==> src/pkg/crt_cfg.svh <==
`ifndef CRT_CFG_SVH
`define CRT_CFG_SVH
`define CRT_ADDR_W 14
`define CRT_COL_W 8
`define CRT_NUM_REGS 20
`define CRT_REG_RESET 8'h00
`define CRT_IDX_HTOTAL 5'h00
`define CRT_IDX_HDISP 5'h01
`define CRT_IDX_HSPOS 5'h02
`define CRT_IDX_SWIDTH 5'h03
`define CRT_IDX_VTOTAL 5'h04
`define CRT_IDX_VADJ 5'h05
`define CRT_IDX_VDISP 5'h06
`define CRT_IDX_VSPOS 5'h07
`define CRT_IDX_MODE 5'h08
`define CRT_IDX_SCANL 5'h09
`define CRT_IDX_CSTART 5'h0A
`define CRT_IDX_CEND 5'h0B
`define CRT_IDX_DSTART_H 5'h0C
`define CRT_IDX_DSTART_L 5'h0D
`define CRT_IDX_CPOS_H 5'h0E
`define CRT_IDX_CPOS_L 5'h0F
`define CRT_IDX_PEN_H 5'h10
`define CRT_IDX_PEN_L 5'h11
`define CRT_IDX_UPD_H 5'h12
`define CRT_IDX_UPD_L 5'h13
`define CRT_IDX_DUMMY 5'h1F
`define CRT_MASK_8 8'hFF
`define CRT_MASK_7 8'h7F
`define CRT_MASK_6 8'h3F
`define CRT_MASK_5 8'h1F
`define CRT_MODE_ROWCOL 2
`define CRT_MODE_TRANSP 3
`define CRT_MODE_DE_SKEW 4
`define CRT_MODE_CUR_SKEW 5
`define CRT_MODE_STROBE 6
`define CRT_CUR_MODE_LO 5
`define CRT_CUR_MODE_HI 6
`define CRT_CUR_NONE 2'h1
`define CRT_CUR_BLINK16 2'h2
`define CRT_CUR_BLINK32 2'h3
`define CRT_BLINK16_BIT 3
`define CRT_BLINK32_BIT 4
`define CRT_VS_ZERO_LINES 5'h10
`define CRT_SYNC_ZERO_NONE 5'h00
`endif

==> src/pkg/crt_pkg.sv <==
`include "crt_cfg.svh"
package crt_pkg;
   typedef enum logic [2:0] {
      CRT_UPD_IDLE = 3'b001,
      CRT_UPD_WAIT = 3'b010,
      CRT_UPD_STROBE = 3'b100
   } crt_upd_state_t;
   typedef logic [`CRT_ADDR_W-1:0] crt_addr_t;

   // Column offset within a line; row/column keeps the row field fixed
   function automatic crt_addr_t crt_addr_add(input crt_addr_t base, input logic [7:0] n, input logic rowcol);
      crt_addr_t r;
      r = rowcol ? {base[`CRT_ADDR_W-1:`CRT_COL_W], 8'(base[`CRT_COL_W-1:0] + n)}
                 : crt_addr_t'(base + crt_addr_t'(n));
      return r;
   endfunction : crt_addr_add
endpackage : crt_pkg

==> src/logic/crt_pin_sync.sv <==
`timescale 1ns/100ps
module crt_pin_sync #(
   parameter int WIDTH = 1
) (
   input wire logic clk,
   input wire logic rstn,
   input wire logic ce,
   input wire logic [WIDTH-1:0] pin,
   output logic [WIDTH-1:0] stable,
   output logic [WIDTH-1:0] rise,
   output logic [WIDTH-1:0] fall
);
   logic [WIDTH-1:0] s1;
   logic [WIDTH-1:0] s2;
   logic [WIDTH-1:0] s3;
   // Second and third stage must agree before a change counts
   wire [WIDTH-1:0] agree = ~(s2 ^ s3);
   wire [WIDTH-1:0] next_stable = (agree & s3) | (~agree & stable);

   generate
      if (WIDTH < 1) begin : g_chk
         $error("crt_pin_sync: WIDTH must be at least 1");
      end
   endgenerate

   always_ff @(posedge clk or negedge rstn) begin
      if (!rstn) begin
         s1 <= '0;
         s2 <= '0;
         s3 <= '0;
         stable <= '0;
         rise <= '0;
         fall <= '0;
      end else if (ce) begin
         s1 <= pin;
         s2 <= s1;
         s3 <= s2;
         stable <= next_stable;
         rise <= next_stable & ~stable;
         fall <= ~next_stable & stable;
      end
   end
endmodule : crt_pin_sync

==> src/logic/crt_sync_pulse.sv <==
`timescale 1ns/100ps
module crt_sync_pulse (
   input wire logic clk,
   input wire logic rstn,
   input wire logic ce,
   input wire logic clear,
   input wire logic step,
   input wire logic start,
   input wire logic [3:0] width,
   input wire logic [4:0] zero_len,
   output logic active
);
   logic [4:0] remain;
   // A zero width field stands for zero_len steps
   wire [4:0] load_len = (width == 4'h0) ? zero_len : {1'b0, width};

   assign active = (remain != 5'h00);

   always_ff @(posedge clk or negedge rstn) begin
      if (!rstn) begin
         remain <= 5'h00;
      end else if (ce) begin
         if (clear) begin
            remain <= 5'h00;
         end else if (step) begin
            if (start) begin
               remain <= load_len;
            end else if (remain != 5'h00) begin
               remain <= remain - 5'h01;
            end
         end
      end
   end
endmodule : crt_sync_pulse

==> src/logic/crt_raster_timing.sv <==
// Operation
// - Raster reset low: counters zero, raster outputs low; bus outputs keep working
// - Scan restarts from origin on reset release
// - Frame scan begins at display start address
// - Binary mode: addresses step linearly
// - Row/column: low byte column, high row
// - Row address counts scan lines per row
// - Transparent mode: row MSB becomes update strobe
// - Five-bit pointer selects register on bus
// - Status byte bits 7..5 read with select low
// - Line wraps after horizontal total plus one
// - Horizontal displayed sets active characters
// - Horizontal sync starts at programmed position
// - Vertical width zero means sixteen lines
// - Vertical total sets rows per frame
// - Adjust adds scan lines after last row
// - Vertical displayed sets active rows
// - Vertical sync starts at programmed row
// - Mode bit 2 selects address format
// - Dummy write requests update, completion sets status
`timescale 1ns/100ps
`include "crt_cfg.svh"
module crt_raster_timing
   import crt_pkg::*;
#(
   parameter int ADDR_W = `CRT_ADDR_W
) (
   input wire logic core_clk,
   input wire logic rstn,
   input wire logic ce,
   input wire logic bus_clk,
   input wire logic chip_select_n,
   input wire logic read_not_write,
   input wire logic reg_select,
   input wire logic [7:0] data_in,
   output logic [7:0] data_out,
   output logic data_oe,
   input wire logic char_clk,
   input wire logic raster_reset_n,
   input wire logic pen_strobe,
   output logic [ADDR_W-1:0] refresh_addr,
   output logic [4:0] scan_row_addr,
   output logic hsync,
   output logic vsync,
   output logic display_enable,
   output logic cursor
);
   generate
      if (ADDR_W != `CRT_ADDR_W) begin : g_chk
         $error("crt_raster_timing: address width must match register pairs");
      end
   endgenerate

   // Pin synchronisation, all from outside the core clock
   logic [14:0] pin_stable;
   logic [14:0] pin_rise;
   logic [14:0] pin_fall;
   crt_pin_sync #(.WIDTH(15)) u_pins (
      .clk(core_clk),
      .rstn(rstn),
      .ce(ce),
      .pin({pen_strobe, raster_reset_n, char_clk, read_not_write, reg_select, chip_select_n, bus_clk, data_in}),
      .stable(pin_stable),
      .rise(pin_rise),
      .fall(pin_fall)
   );

   wire [7:0] bus_data = pin_stable[7:0];
   wire bus_clk_s = pin_stable[8];
   wire bus_fall = pin_fall[8];
   wire cs_n_s = pin_stable[9];
   wire rs_s = pin_stable[10];
   wire rnw_s = pin_stable[11];
   wire char_tick = pin_rise[12];
   wire raster_run = pin_stable[13];
   wire pen_rise = pin_rise[14];
   // Bus cycle fields held while the bus clock is high; data is gone soon after the fall
   logic held_sel;
   logic held_rs;
   logic held_rnw;
   logic [7:0] held_data;
   logic [4:0] reg_pointer;
   logic [7:0] regs [0:`CRT_NUM_REGS-1];
   logic upd_ready;
   logic pen_full;
   logic upd_pending;
   crt_upd_state_t upd_state;
   crt_upd_state_t next_upd_state;

   wire cycle_end = bus_fall & held_sel;
   wire ptr_write = cycle_end & ~held_rs & ~held_rnw;
   wire reg_write = cycle_end & held_rs & ~held_rnw;
   wire reg_read = cycle_end & held_rs & held_rnw;
   wire dummy_write = reg_write & (reg_pointer == `CRT_IDX_DUMMY);
   wire pen_read = reg_read & ((reg_pointer == `CRT_IDX_PEN_H) | (reg_pointer == `CRT_IDX_PEN_L));
   wire upd_done = (upd_state == CRT_UPD_STROBE) & char_tick & raster_run;

   function automatic logic [7:0] reg_mask(input logic [4:0] idx);
      logic [7:0] m;
      m = `CRT_MASK_8;
      case (idx)
         `CRT_IDX_VTOTAL, `CRT_IDX_VDISP, `CRT_IDX_VSPOS, `CRT_IDX_CSTART: m = `CRT_MASK_7;
         `CRT_IDX_VADJ, `CRT_IDX_SCANL, `CRT_IDX_CEND: m = `CRT_MASK_5;
         `CRT_IDX_DSTART_H, `CRT_IDX_CPOS_H, `CRT_IDX_PEN_H, `CRT_IDX_UPD_H: m = `CRT_MASK_6;
         default: m = `CRT_MASK_8;
      endcase
      return m;
   endfunction : reg_mask

   function automatic logic writable(input logic [4:0] idx);
      return (idx < 5'(`CRT_NUM_REGS)) & (idx != `CRT_IDX_PEN_H) & (idx != `CRT_IDX_PEN_L);
   endfunction : writable

   // Programmed values
   wire [7:0] htotal = regs[`CRT_IDX_HTOTAL];
   wire [7:0] hdisp = regs[`CRT_IDX_HDISP];
   wire [7:0] hspos = regs[`CRT_IDX_HSPOS];
   wire [7:0] swidth = regs[`CRT_IDX_SWIDTH];
   wire [6:0] vtotal = regs[`CRT_IDX_VTOTAL][6:0];
   wire [4:0] vadj = regs[`CRT_IDX_VADJ][4:0];
   wire [6:0] vdisp = regs[`CRT_IDX_VDISP][6:0];
   wire [6:0] vspos = regs[`CRT_IDX_VSPOS][6:0];
   wire [7:0] mode = regs[`CRT_IDX_MODE];
   wire [4:0] scan_last = regs[`CRT_IDX_SCANL][4:0];
   wire [4:0] cur_first = regs[`CRT_IDX_CSTART][4:0];
   wire [1:0] cur_mode = regs[`CRT_IDX_CSTART][`CRT_CUR_MODE_HI:`CRT_CUR_MODE_LO];
   wire [4:0] cur_last = regs[`CRT_IDX_CEND][4:0];
   wire [ADDR_W-1:0] disp_start = {regs[`CRT_IDX_DSTART_H][5:0], regs[`CRT_IDX_DSTART_L]};
   wire [ADDR_W-1:0] cur_pos = {regs[`CRT_IDX_CPOS_H][5:0], regs[`CRT_IDX_CPOS_L]};
   wire [ADDR_W-1:0] upd_addr = {regs[`CRT_IDX_UPD_H][5:0], regs[`CRT_IDX_UPD_L]};
   wire rowcol = mode[`CRT_MODE_ROWCOL];
   wire transparent = mode[`CRT_MODE_TRANSP] & mode[`CRT_MODE_STROBE];

   // Raster counters
   logic [7:0] h_count;
   logic [4:0] line_count;
   logic [6:0] row_count;
   logic in_adjust;
   logic [ADDR_W-1:0] row_start;
   logic [4:0] frame_count;

   wire h_end = (h_count == htotal);
   wire row_end = ~in_adjust & (line_count == scan_last);
   wire last_row = (row_count == vtotal);
   wire adj_end = in_adjust & (line_count == 5'(vadj - 5'h01));
   wire frame_end = (row_end & last_row & (vadj == 5'h00)) | adj_end;
   wire enter_adjust = row_end & last_row & (vadj != 5'h00);
   wire line_tick = char_tick & h_end;

   wire [7:0] next_h_count = h_end ? 8'h00 : 8'(h_count + 8'h01);
   wire [4:0] next_line_count = (frame_end | row_end) ? 5'h00 : 5'(line_count + 5'h01);
   wire [6:0] next_row_count = frame_end ? 7'h00 : (row_end ? 7'(row_count + 7'h01) : row_count);
   wire next_in_adjust = ~frame_end & (in_adjust | enter_adjust);
   wire [ADDR_W-1:0] row_step = rowcol ? {6'(row_start[ADDR_W-1:`CRT_COL_W] + 6'h01), row_start[`CRT_COL_W-1:0]}
                                       : crt_addr_add(row_start, hdisp, 1'b0);
   wire [ADDR_W-1:0] next_row_start = frame_end ? disp_start : (row_end ? row_step : row_start);

   // Character position on the refresh address lines
   wire [ADDR_W-1:0] scan_addr = crt_addr_add(row_start, h_count, rowcol);
   wire de_now = (h_count < hdisp) & (row_count < vdisp) & ~in_adjust;
   wire blink_on = (cur_mode == `CRT_CUR_BLINK16) ? frame_count[`CRT_BLINK16_BIT]
                 : (cur_mode == `CRT_CUR_BLINK32) ? frame_count[`CRT_BLINK32_BIT]
                 : (cur_mode != `CRT_CUR_NONE);
   wire cur_now = de_now & blink_on & (scan_addr == cur_pos) & (line_count >= cur_first) & (line_count <= cur_last);

   // Sync generators
   wire hs_active;
   wire vs_active;
   wire hs_start = (next_h_count == hspos);
   wire vs_start = (next_row_count == vspos) & (next_line_count == 5'h00) & ~next_in_adjust;

   crt_sync_pulse u_hsync (
      .clk(core_clk),
      .rstn(rstn),
      .ce(ce),
      .clear(~raster_run),
      .step(char_tick),
      .start(hs_start),
      .width(swidth[3:0]),
      .zero_len(`CRT_SYNC_ZERO_NONE),
      .active(hs_active)
   );

   crt_sync_pulse u_vsync (
      .clk(core_clk),
      .rstn(rstn),
      .ce(ce),
      .clear(~raster_run),
      .step(line_tick),
      .start(vs_start),
      .width(swidth[7:4]),
      .zero_len(`CRT_VS_ZERO_LINES),
      .active(vs_active)
   );

   // Output selection
   wire strobe_now = (upd_state == CRT_UPD_STROBE);
   wire [ADDR_W-1:0] next_refresh_addr = strobe_now ? upd_addr : scan_addr;
   wire next_row_msb = transparent ? strobe_now : line_count[4];
   wire [7:0] status_byte = {upd_ready, pen_full, vs_active, 5'h00};
   wire [7:0] reg_rd_data = (reg_pointer == `CRT_IDX_CPOS_H) ? {2'b00, cur_pos[ADDR_W-1:`CRT_COL_W]}
                          : (reg_pointer == `CRT_IDX_CPOS_L) ? cur_pos[`CRT_COL_W-1:0]
                          : (reg_pointer == `CRT_IDX_PEN_H) ? regs[`CRT_IDX_PEN_H]
                          : (reg_pointer == `CRT_IDX_PEN_L) ? regs[`CRT_IDX_PEN_L]
                          : 8'h00;
   wire [7:0] next_data_out = rs_s ? reg_rd_data : status_byte;
   wire next_data_oe = bus_clk_s & ~cs_n_s & rnw_s;
   wire [ADDR_W-1:0] next_upd_addr = crt_addr_add(upd_addr, 8'h01, rowcol);

   // Update request sequencing
   always_comb begin
      next_upd_state = upd_state;
      case (upd_state)
         CRT_UPD_IDLE: begin
            if (upd_pending) begin
               next_upd_state = CRT_UPD_WAIT;
            end
         end
         CRT_UPD_WAIT: begin
            if (char_tick & transparent & ~de_now) begin
               next_upd_state = CRT_UPD_STROBE;
            end
         end
         CRT_UPD_STROBE: begin
            if (char_tick) begin
               next_upd_state = CRT_UPD_IDLE;
            end
         end
         default: next_upd_state = CRT_UPD_IDLE;
      endcase
   end

   // Bus side: register file, pointer and status
   always_ff @(posedge core_clk or negedge rstn) begin
      if (!rstn) begin
         held_sel <= 1'b0;
         held_rs <= 1'b0;
         held_rnw <= 1'b1;
         held_data <= 8'h00;
      end else if (ce & bus_clk_s) begin
         held_sel <= ~cs_n_s;
         held_rs <= rs_s;
         held_rnw <= rnw_s;
         held_data <= bus_data;
      end
   end

   // Control registers survive raster reset; only rstn clears them
   always_ff @(posedge core_clk or negedge rstn) begin
      if (!rstn) begin
         reg_pointer <= 5'h00;
         for (int i = 0; i < `CRT_NUM_REGS; i++) begin
            regs[i] <= `CRT_REG_RESET;
         end
      end else if (ce) begin
         if (ptr_write) begin
            reg_pointer <= held_data[4:0];
         end
         if (reg_write & writable(reg_pointer)) begin
            regs[reg_pointer] <= held_data & reg_mask(reg_pointer);
         end
         if (upd_done) begin
            regs[`CRT_IDX_UPD_H] <= {2'b00, next_upd_addr[ADDR_W-1:`CRT_COL_W]};
            regs[`CRT_IDX_UPD_L] <= next_upd_addr[`CRT_COL_W-1:0];
         end
         if (pen_rise) begin
            regs[`CRT_IDX_PEN_H] <= {2'b00, scan_addr[ADDR_W-1:`CRT_COL_W]};
            regs[`CRT_IDX_PEN_L] <= scan_addr[`CRT_COL_W-1:0];
         end
      end
   end

   // Set wins over clear on both sticky flags
   always_ff @(posedge core_clk or negedge rstn) begin
      if (!rstn) begin
         upd_ready <= 1'b0;
         pen_full <= 1'b0;
         upd_pending <= 1'b0;
      end else if (ce) begin
         upd_ready <= upd_done | (upd_ready & ~dummy_write);
         pen_full <= pen_rise | (pen_full & ~pen_read);
         upd_pending <= dummy_write | (upd_pending & ~upd_done);
      end
   end

   always_ff @(posedge core_clk or negedge rstn) begin
      if (!rstn) begin
         upd_state <= CRT_UPD_IDLE;
      end else if (ce) begin
         upd_state <= raster_run ? next_upd_state : CRT_UPD_IDLE;
      end
   end

   // Raster counters, frozen and zeroed while raster reset is low; row_start reloads disp_start
   always_ff @(posedge core_clk or negedge rstn) begin
      if (!rstn) begin
         h_count <= 8'h00;
         line_count <= 5'h00;
         row_count <= 7'h00;
         in_adjust <= 1'b0;
         row_start <= '0;
         frame_count <= 5'h00;
      end else if (ce) begin
         if (!raster_run) begin
            h_count <= 8'h00;
            line_count <= 5'h00;
            row_count <= 7'h00;
            in_adjust <= 1'b0;
            row_start <= disp_start;
            frame_count <= 5'h00;
         end else if (char_tick) begin
            h_count <= next_h_count;
            if (h_end) begin
               line_count <= next_line_count;
               row_count <= next_row_count;
               in_adjust <= next_in_adjust;
               row_start <= next_row_start;
               if (frame_end) begin
                  frame_count <= 5'(frame_count + 5'h01);
               end
            end
         end
      end
   end

   // Registered outputs; the skew stages give the one-character delay options
   logic de_q;
   logic cur_q;

   always_ff @(posedge core_clk or negedge rstn) begin
      if (!rstn) begin
         refresh_addr <= '0;
         scan_row_addr <= 5'h00;
         hsync <= 1'b0;
         vsync <= 1'b0;
         display_enable <= 1'b0;
         cursor <= 1'b0;
         de_q <= 1'b0;
         cur_q <= 1'b0;
         data_out <= 8'h00;
         data_oe <= 1'b0;
      end else if (ce) begin
         data_out <= next_data_out;
         data_oe <= next_data_oe;
         if (!raster_run) begin
            refresh_addr <= '0;
            scan_row_addr <= 5'h00;
            hsync <= 1'b0;
            vsync <= 1'b0;
            display_enable <= 1'b0;
            cursor <= 1'b0;
            de_q <= 1'b0;
            cur_q <= 1'b0;
         end else begin
            refresh_addr <= next_refresh_addr;
            scan_row_addr <= {next_row_msb, line_count[3:0]};
            hsync <= hs_active;
            vsync <= vs_active;
            if (char_tick) begin
               de_q <= de_now;
               cur_q <= cur_now;
            end
            display_enable <= mode[`CRT_MODE_DE_SKEW] ? de_q : de_now;
            cursor <= mode[`CRT_MODE_CUR_SKEW] ? cur_q : cur_now;
         end
      end
   end
endmodule : crt_raster_timing

==> config.mk <==
export PLATFORM = sky130hd
export DESIGN_NAME = crt_raster_timing
export DESIGN_NICKNAME = d
export VERILOG_FILES = /design/src/pkg/crt_pkg.sv /design/src/logic/crt_pin_sync.sv /design/src/logic/crt_sync_pulse.sv /design/src/logic/crt_raster_timing.sv
export VERILOG_INCLUDE_DIRS = /design/src /design/src/pkg
export SDC_FILE = /design/constraint.sdc
export NUM_CORES = 1
export LEC_CHECK = 0
export BUFFER_PORTS_ARGS = -buffer_cell sky130_fd_sc_hd__buf_2
export CAP_MARGIN = 20
export CORE_MARGIN = 5
export CORE_UTILIZATION = 45
export CTS_BUF_LIST = sky130_fd_sc_hd__clkbuf_4
export DETAILED_ROUTE_END_ITERATION = 8
export GPL_ROUTABILITY_DRIVEN = 0
export GPL_TIMING_DRIVEN = 0
export PLACE_DENSITY = 0.61
export SYNTH_ARGS = -nofsm -noshare
export SYNTH_HDL_FRONTEND = slang
export SYNTH_SLANG_ARGS = --single-unit
==> constraint.sdc <==
create_clock -name core_clk -period 3.45 [get_ports core_clk]
set_clock_uncertainty 0.2 [all_clocks]
set_input_delay 0.69 -clock core_clk [delete_from_list [all_inputs] [get_ports core_clk]]
set_output_delay 0.69 -clock core_clk [all_outputs]
set_load 0.005 [all_outputs]
# Yosys cells after proc, flatten, opt, wreduce, memory -nomap -nowiden
# Memory sizes are Yosys's and may differ from the RTL's.
# Index checks and enable logic that the tools add are counted.
# classes
n_reduce_logical,23
magnitude_cmp,7
add_sub_neg,13
mux,71
bitwise,66
eq_ne,32
# ops
cell,count
bitwise mux 160 bit,1
2-to-1 mux 14 bit,10
2-to-1 mux 5 bit,18
2-to-1 mux 8 bit,11
AND 15 bit,3
NOT 15 bit,3
demux 8 bit (select 5 bit),1
AND 1 bit,37
2-to-1 mux 7 bit,5
2-to-1 mux 16 bit,2
2-to-1 mux 32 bit,1
adder 14 x 8 -> 14 bit,2
"inequality test 3 bit, second input constant",6
"adder 8 x 1 -> 8 bit, second input constant",2
equality test 8 bit,2
2-to-1 mux 1 bit,16
"equality test 5 bit, second input constant",3
OR 15 bit,1
nonzero test 5 bit,3
"subtractor 5 x 1 -> 5 bit, second input constant",3
XOR 15 bit,1
"adder 14 x 1 -> 14 bit, second input constant",1
equality test 14 bit,1
equality test 7 bit,2
other kinds (38),77
# totals
n_memories,1
mem_bits_ro,96
register_bits,350
output_inout_bits,32
in_bits,18
wordCells,268
# mem_list
memory,words,word_bits,read_ports,rd_ports_with_merged_regs,wr,line,rtl
(name not given),32,3,1,0,0,crt_raster_timing.sv:101,case (idx)

# Logic depth before layout (Yosys ltp)
# logic_depth
depth_word,13
depth_mapped,13
mapped_depth_nobuf,12

# Hierarchy
# Synthesis repeated with hierarchy kept, for this count alone.
# hier_totals
hier_cells,1719
hier_area_um2,17870.9
# modules_own_cells
mod,seq_area_each_um2,cells_each,area_each_um2,instances
crt_raster_timing,5858.1,1325,13096.3,1
crt_pin_sync,2252.2,296,3906.2,1
crt_sync_pulse,125.1,49,434.2,2

# Worst setup path before layout
# OpenSTA, ideal clock, no wires.
# synth_path
kind,reg2reg
from,register regs[80] (netlist bit)
to,register u_vsync.remain[0]
path_buffers,1
synth_period_minus_slack_ns,3.195
slack_ns,0.255
arrival_ns,2.873
stages_incl_launch_ff,11
setup_ns,0.122
required_time_ns,3.128
cell_sequence,dfrtp_1 -> xor2_1 -> or2_1 -> buf_6 -> o31a_1 -> o21a_1 -> a2111oi_4 -> o211ai_2 -> nor4_4 -> mux2_4 -> a32o_1
# synth_via
elab_chain_len,13
elab_cells_between_ends,23
cone_classes,eq/ne: 3; mux: 6; bitwise: 12; reduce/logical: 2
# synth_lines
item,line,rtl
start: declaration,crt_raster_timing.sv:83,logic [7:0] regs [0:`CRT_NUM_REGS-1];
start signal: indexed assignment,crt_raster_timing.sv:253,regs[i] <= `CRT_REG_RESET;
start signal: indexed assignment,crt_raster_timing.sv:260,regs[reg_pointer] <= held_data & reg_mask(reg_pointer);
start signal: indexed assignment,crt_raster_timing.sv:263,"regs[`CRT_IDX_UPD_H] <= {2'b00, next_upd_addr[ADDR_W-1:`CRT_COL_W]};"
equality test 5 bit (*),crt_raster_timing.sv:143,wire row_end = ~in_adjust & (line_count == scan_last);
AND 1 bit (*),crt_raster_timing.sv:143,
AND 1 bit,"crt_raster_timing.sv:146, crt_raster_timing.sv:147",
AND 1 bit,crt_raster_timing.sv:146,wire frame_end = (row_end & last_row & (vadj == 5'h00)) | adj_end;
OR 1 bit,crt_raster_timing.sv:146,
OR 1 bit,crt_raster_timing.sv:151,wire [4:0] next_line_count = (frame_end | row_end) ? 5'h00 : 5'(line_count + 5'h01);
2-to-1 mux 5 bit,crt_raster_timing.sv:151,
zero test 5 bit,crt_raster_timing.sv:170,wire vs_start = (next_row_count == vspos) & (next_line_count == 5'h00) & ~next_in_adjust;
AND 1 bit,crt_raster_timing.sv:170,
AND 1 bit (*),crt_raster_timing.sv:170,
2-to-1 mux 5 bit,crt_sync_pulse.sv:26,if (start) begin
2-to-1 mux 5 bit,crt_sync_pulse.sv:25,end else if (step) begin
2-to-1 mux 5 bit,crt_sync_pulse.sv:23,if (clear) begin
end signal: assignment,crt_sync_pulse.sv:27,remain <= load_len;
end signal: assignment,crt_sync_pulse.sv:29,remain <= remain - 5'h01;
end: declaration,crt_sync_pulse.sv:13,logic [4:0] remain;
# Every way passes the cells marked *; elsewhere a longest branch is shown, timed or not. The select of a mux whose other input is x is not followed.
# A chain may end at the register's enable or synchronous reset.

# Worst setup path after layout
# layout_path
from,register row_count[3]
to,register u_vsync.remain[0]
# layout_via
elab_chain_len,12
elab_cells_between_ends,23
cone_classes,add/sub: 1; eq/ne: 3; mux: 6; bitwise: 11; reduce/logical: 2
# layout_lines
item,line,rtl
start: declaration,crt_raster_timing.sv:137,logic [6:0] row_count;
start signal: assignment,crt_raster_timing.sv:315,row_count <= next_row_count;
branches (longest 8 deep; another with adder 7 x 1 -> 7 bit),n/a,
AND 1 bit (*),crt_raster_timing.sv:170,
2-to-1 mux 5 bit,crt_sync_pulse.sv:26,
2-to-1 mux 5 bit,crt_sync_pulse.sv:25,
2-to-1 mux 5 bit,crt_sync_pulse.sv:23,
# Mark *: on every way between the ends. The select of a mux whose other input is x is not followed.

==> impl_summary.log <==
INFO  metric outcome = finished, final reports clean
INFO  metric detail_route.iter0.violations = 755
INFO  metric tritoncts = built
INFO  metric grt_pass1_wl = 71.1 mm
INFO  metric setup_viol = 0
INFO  metric arrival_time_reported_for_the_critical_path_endpoint = 3.80 ns
INFO  metric max-clock-path-buffers = 3
INFO  metric max_freq = 298 MHz
INFO  metric die_x = 200 um
INFO  metric dieHeight = 200 um
INFO  metric grt_pass1_vias = 12800
INFO  metric numClockSinks = 307
INFO  metric buffer_ports.inserted = 48
INFO  metric floorplan.rows = 69
INFO  metric drc_errors = 0
INFO  metric dpl.hpwl = 31.0 mm
INFO  metric cp_cell_sequence = buf_2, xor2_1, nor4_2, nand4_1, buf_4, a311oi_1, a211oi_2, nor4_4, buf_6, mux2_4, a32o_1
INFO  metric clock_root_buffer = clkbuf_4
INFO  metric dp.cells = 2101
INFO  metric post-synth-top-area-fraction = 0.471
INFO  metric mostFrequentLayoutCell = dfrtp_1
INFO  metric htreeDepth = 3
INFO  metric highest_fanout_seen_on_the_critical_path = 10
INFO  metric instances_no_fill = 2265
INFO  metric req_time_crit_path = 3.89 ns
INFO  metric synth_async_sr_flop_share = 1.00
INFO  metric r2r_start = row_count[3]$_DFFE_PN0P_
INFO  metric crit_path_top_delay_cell = nor4_2
INFO  metric synth_top_flop_cell = dfrtp_1
INFO  metric routed-via-count = 12700
INFO  metric layout_worst_path_cycle_share = 0.974
INFO  metric clk-insertion-delay-late = 0.77 ns
INFO  metric critPathLaunch = row_count[3]$_DFFE_PN0P_
INFO  metric ys_ff_latch = 307
INFO  metric netlist_area = 0.0162 sq mm
INFO  metric core_area = 0.0356 sq mm
INFO  metric tightestPinTransition = 0.997 ns
INFO  metric yosys_warnings = 0
INFO  metric fillers = 3257
INFO  metric netlist_instances = 1589
INFO  metric hold_path.class = flip-flop to flip-flop
INFO  metric nets = 1826
INFO  metric final_period_minus_worst_setup_slack = 3.36 ns
INFO  metric finalCoreUtilization = 0.524
INFO  metric most_used_cells_in_the_layout_excluding_fill_and_tap_cells = 303 x dfrtp_1, 150 x mux2_2, 137 x nand2_1, 117 x clkbuf_4, 116 x o21ai_0
INFO  metric synth_edf_count = 0
INFO  metric power_density_over_cell_area = 540 mW/mm^2
INFO  metric grt_start_max_net_pins = 123
INFO  metric max-slew-margin-rel = 0.330
INFO  metric synth.largest_area_cell = dfrtp_1
INFO  metric timing.rr.end = u_vsync.remain[0]$_DFFE_PN0P_
INFO  metric detailedRoute.firstPassIterationCount = 5
INFO  metric slew_viol_final = 0
INFO  metric drv_cap = 0
INFO  metric max-vdd-ir-drop = 0.000347 V
INFO  metric crit_path_start_kind = flip-flop
INFO  metric groute.usage.overall = 0.227
INFO  metric floorplan.die_area = 0.0399 sq mm
INFO  metric synth_top_area_cells = dfrtp_1 47%, mux2_2 10%, ha_1 4.0%
INFO  metric setup.worst_path.class = flip-flop to flip-flop
INFO  metric syn-num-nets = 1661
INFO  metric route.detailed.wl_per_inst = 19.6 um
INFO  metric multi_input_area = 0.00810 sq mm
INFO  metric seqCellArea = 0.00769 sq mm
INFO  metric drtAntennaViolNets = 0
INFO  metric area_delta_synth_final = 15.1%
INFO  metric syn_area_per_cell = 10.2 sq um
INFO  metric numCtsBuffers = 87
INFO  metric synthDistinctLibCells = 76
INFO  metric clkTransAtPathRegs = 0.07 ns
INFO  metric finalHoldViolations = 0
INFO  metric start_util = 0.455
INFO  metric vias_per_cell = 5.62
INFO  metric worst_path_largest_cell_delay = 0.40 ns
INFO  metric antenna_found_initial = 1
INFO  metric grt_overflow = 0
INFO  metric wl = 44.5 mm
INFO  metric floorplan.io_pins = 50
INFO  metric regToRegSetupSlack = 0.09 ns
INFO  metric layout-drive-gt1-share = 0.224
INFO  metric r2r_depth = 11
INFO  metric crit_path_end_kind = flip-flop
INFO  metric endpoint = u_vsync.remain[0]$_DFFE_PN0P_
INFO  metric total_leakage_power = 8.63 nW
INFO  metric synth_seq_area_share = 0.475
==> registers in the layout, summed over array words and instances (netlist names), 7 cells and up, named ones only <==
| register | flops |
|---|---|
| swidth | 8 |
| u_pins.s2 | 15 |
| row_start | 14 |
| u_pins.s1 | 15 |
| htotal | 8 |
| held_data | 8 |
| regs | 61 |
| disp_start | 14 |
| refresh_addr | 14 |
| u_pins.s3 | 15 |
| hdisp | 8 |
| h_count | 8 |
| hspos | 8 |
| data_out | 8 |
| row_count | 7 |
| cur_pos | 14 |
==> metal layers <==
layer	part of all wire	GRT usage
met5	0	0
met4	0.026	0.0707
met3	0.047	0.0443
met2	0.47	0.366
met1	0.46	0.312
==> through the flow <==
| stage | setup slack (ns) | instance area, sq um | hold slack (ns) | TNS, ns | total power, mW |
|---|---|---|---|---|---|
| after floorplan | 0.255 | 16200 | 0.194 | 0 | 5.76 |
| after global placement | -4.45 | 17000 | 0.264 | -1364.47 | 6.66 |
| after detailed placement | -0.812 | 17100 | 0.270 | -16.26 | 6.73 |
| after CTS | 0.0131 | 18400 | 0.276 | 0 | 10.1 |
| after global routing | -0.0636 | 18600 | 0.307 | -0.121 | 10.6 |
| final | 0.0913 | 18600 | 0.278 | 0 | 10.1 |
==> cells in the mapped netlist, drive strengths merged (4+ instances only) <==
master,instances
o21ai,118
buf,22
a22o,7
a21oi,91
or3,7
nand3b,4
nor4,19
nand4,10
mux2i,22
nand3,41
and2,9
a21o,17
o22ai,36
a31oi,6
mux2,151
a211oi,10
o211ai,9
inv,90
ha,52
and3,20
a22oi,6
nor2,86
nand2,138
or4,4
nand2b,30
xor2,33
xnor2,35
nor2b,8
o31ai,7
nor3b,6
or2,4
a2bb2oi,9
clkbuf,56
o21a,11
a311oi,4
a211o,5
o2bb2ai,4
nor3,37
dfrtp,305
nor4b,6
o22a,9
==> logic make-up after synthesis <==
group | after synthesis | share of synthesized area
AO/OA/AOI/OAI | 377 | 0.147
XOR/XNOR | 73 | 0.0439
adder cells (fa/ha/maj) | 54 | 0.0427
buffers and inverters | 168 | 0.0406
flip-flops | 307 | 0.475
multiplexers | 173 | 0.119
AND/OR/NAND/NOR | 437 | 0.133
==> area by class of cell <==
| class | count | share of cell area |
|---|---|---|
| Tap cell | 461 | 0.0309 |
| Clock inverter | 22 | 0.00879 |
| Timing Repair Buffer | 81 | 0.0312 |
| Sequential cell | 307 | 0.412 |
| Antenna cell | 1 | 0.000134 |
| Clock buffer | 116 | 0.0467 |
| Buffer | 73 | 0.0173 |
| Inverter | 90 | 0.0181 |
| Multi-Input combinational cell | 1114 | 0.434 |
==> critical path, delay by kind of cell, from the launching register on <==
family                 cells  cell delay, ns
flip-flops                 1            0.39
AO/OA/AOI/OAI              3            0.66
XOR/XNOR                   1            0.17
AND/OR/NAND/NOR            3            0.96
multiplexers               1            0.29
buffers and inverters      3            0.57
==> worst min-delay path by stage <==
stage / slack [ns] / end / cells past startpoint / start
final: 0.28 / regs[110]$_DFFE_PN0P_ / 2 / regs[110]$_DFFE_PN0P_
after global routing: 0.31 / disp_start[6]$_DFFE_PN0P_ / 2 / disp_start[6]$_DFFE_PN0P_
after CTS: 0.28 / held_sel$_DFFE_PN0P_ / 1 / flip-flop
after detailed placement: 0.27 / regs[110]$_DFFE_PN0P_ / 2 / regs[110]$_DFFE_PN0P_
after global placement: 0.26 / regs[28]$_DFFE_PN0P_ / 2 / regs[28]$_DFFE_PN0P_
after floorplan: 0.19 / async pin / 0 / rstn
==> power breakdown <==
part | total (mW) | internal (mW) | switching, mW
logic | 2.44 | 0.869 | 1.57
registers | 4.36 | 4.02 | 0.337
clock network | 3.27 | 1.70 | 1.56
total | 10.1 | 6.59 | 3.47
==> repair_timing <==
item,CTS,global route
gates resized for setup,23,34
setup buffers,7,7
pin swaps,3,7
setup endpoints to repair,32,33
hold buffers,16,0
cloned,0,0
endpoints found under the hold margin,99,0
Power figures use the tool's default switching activity.
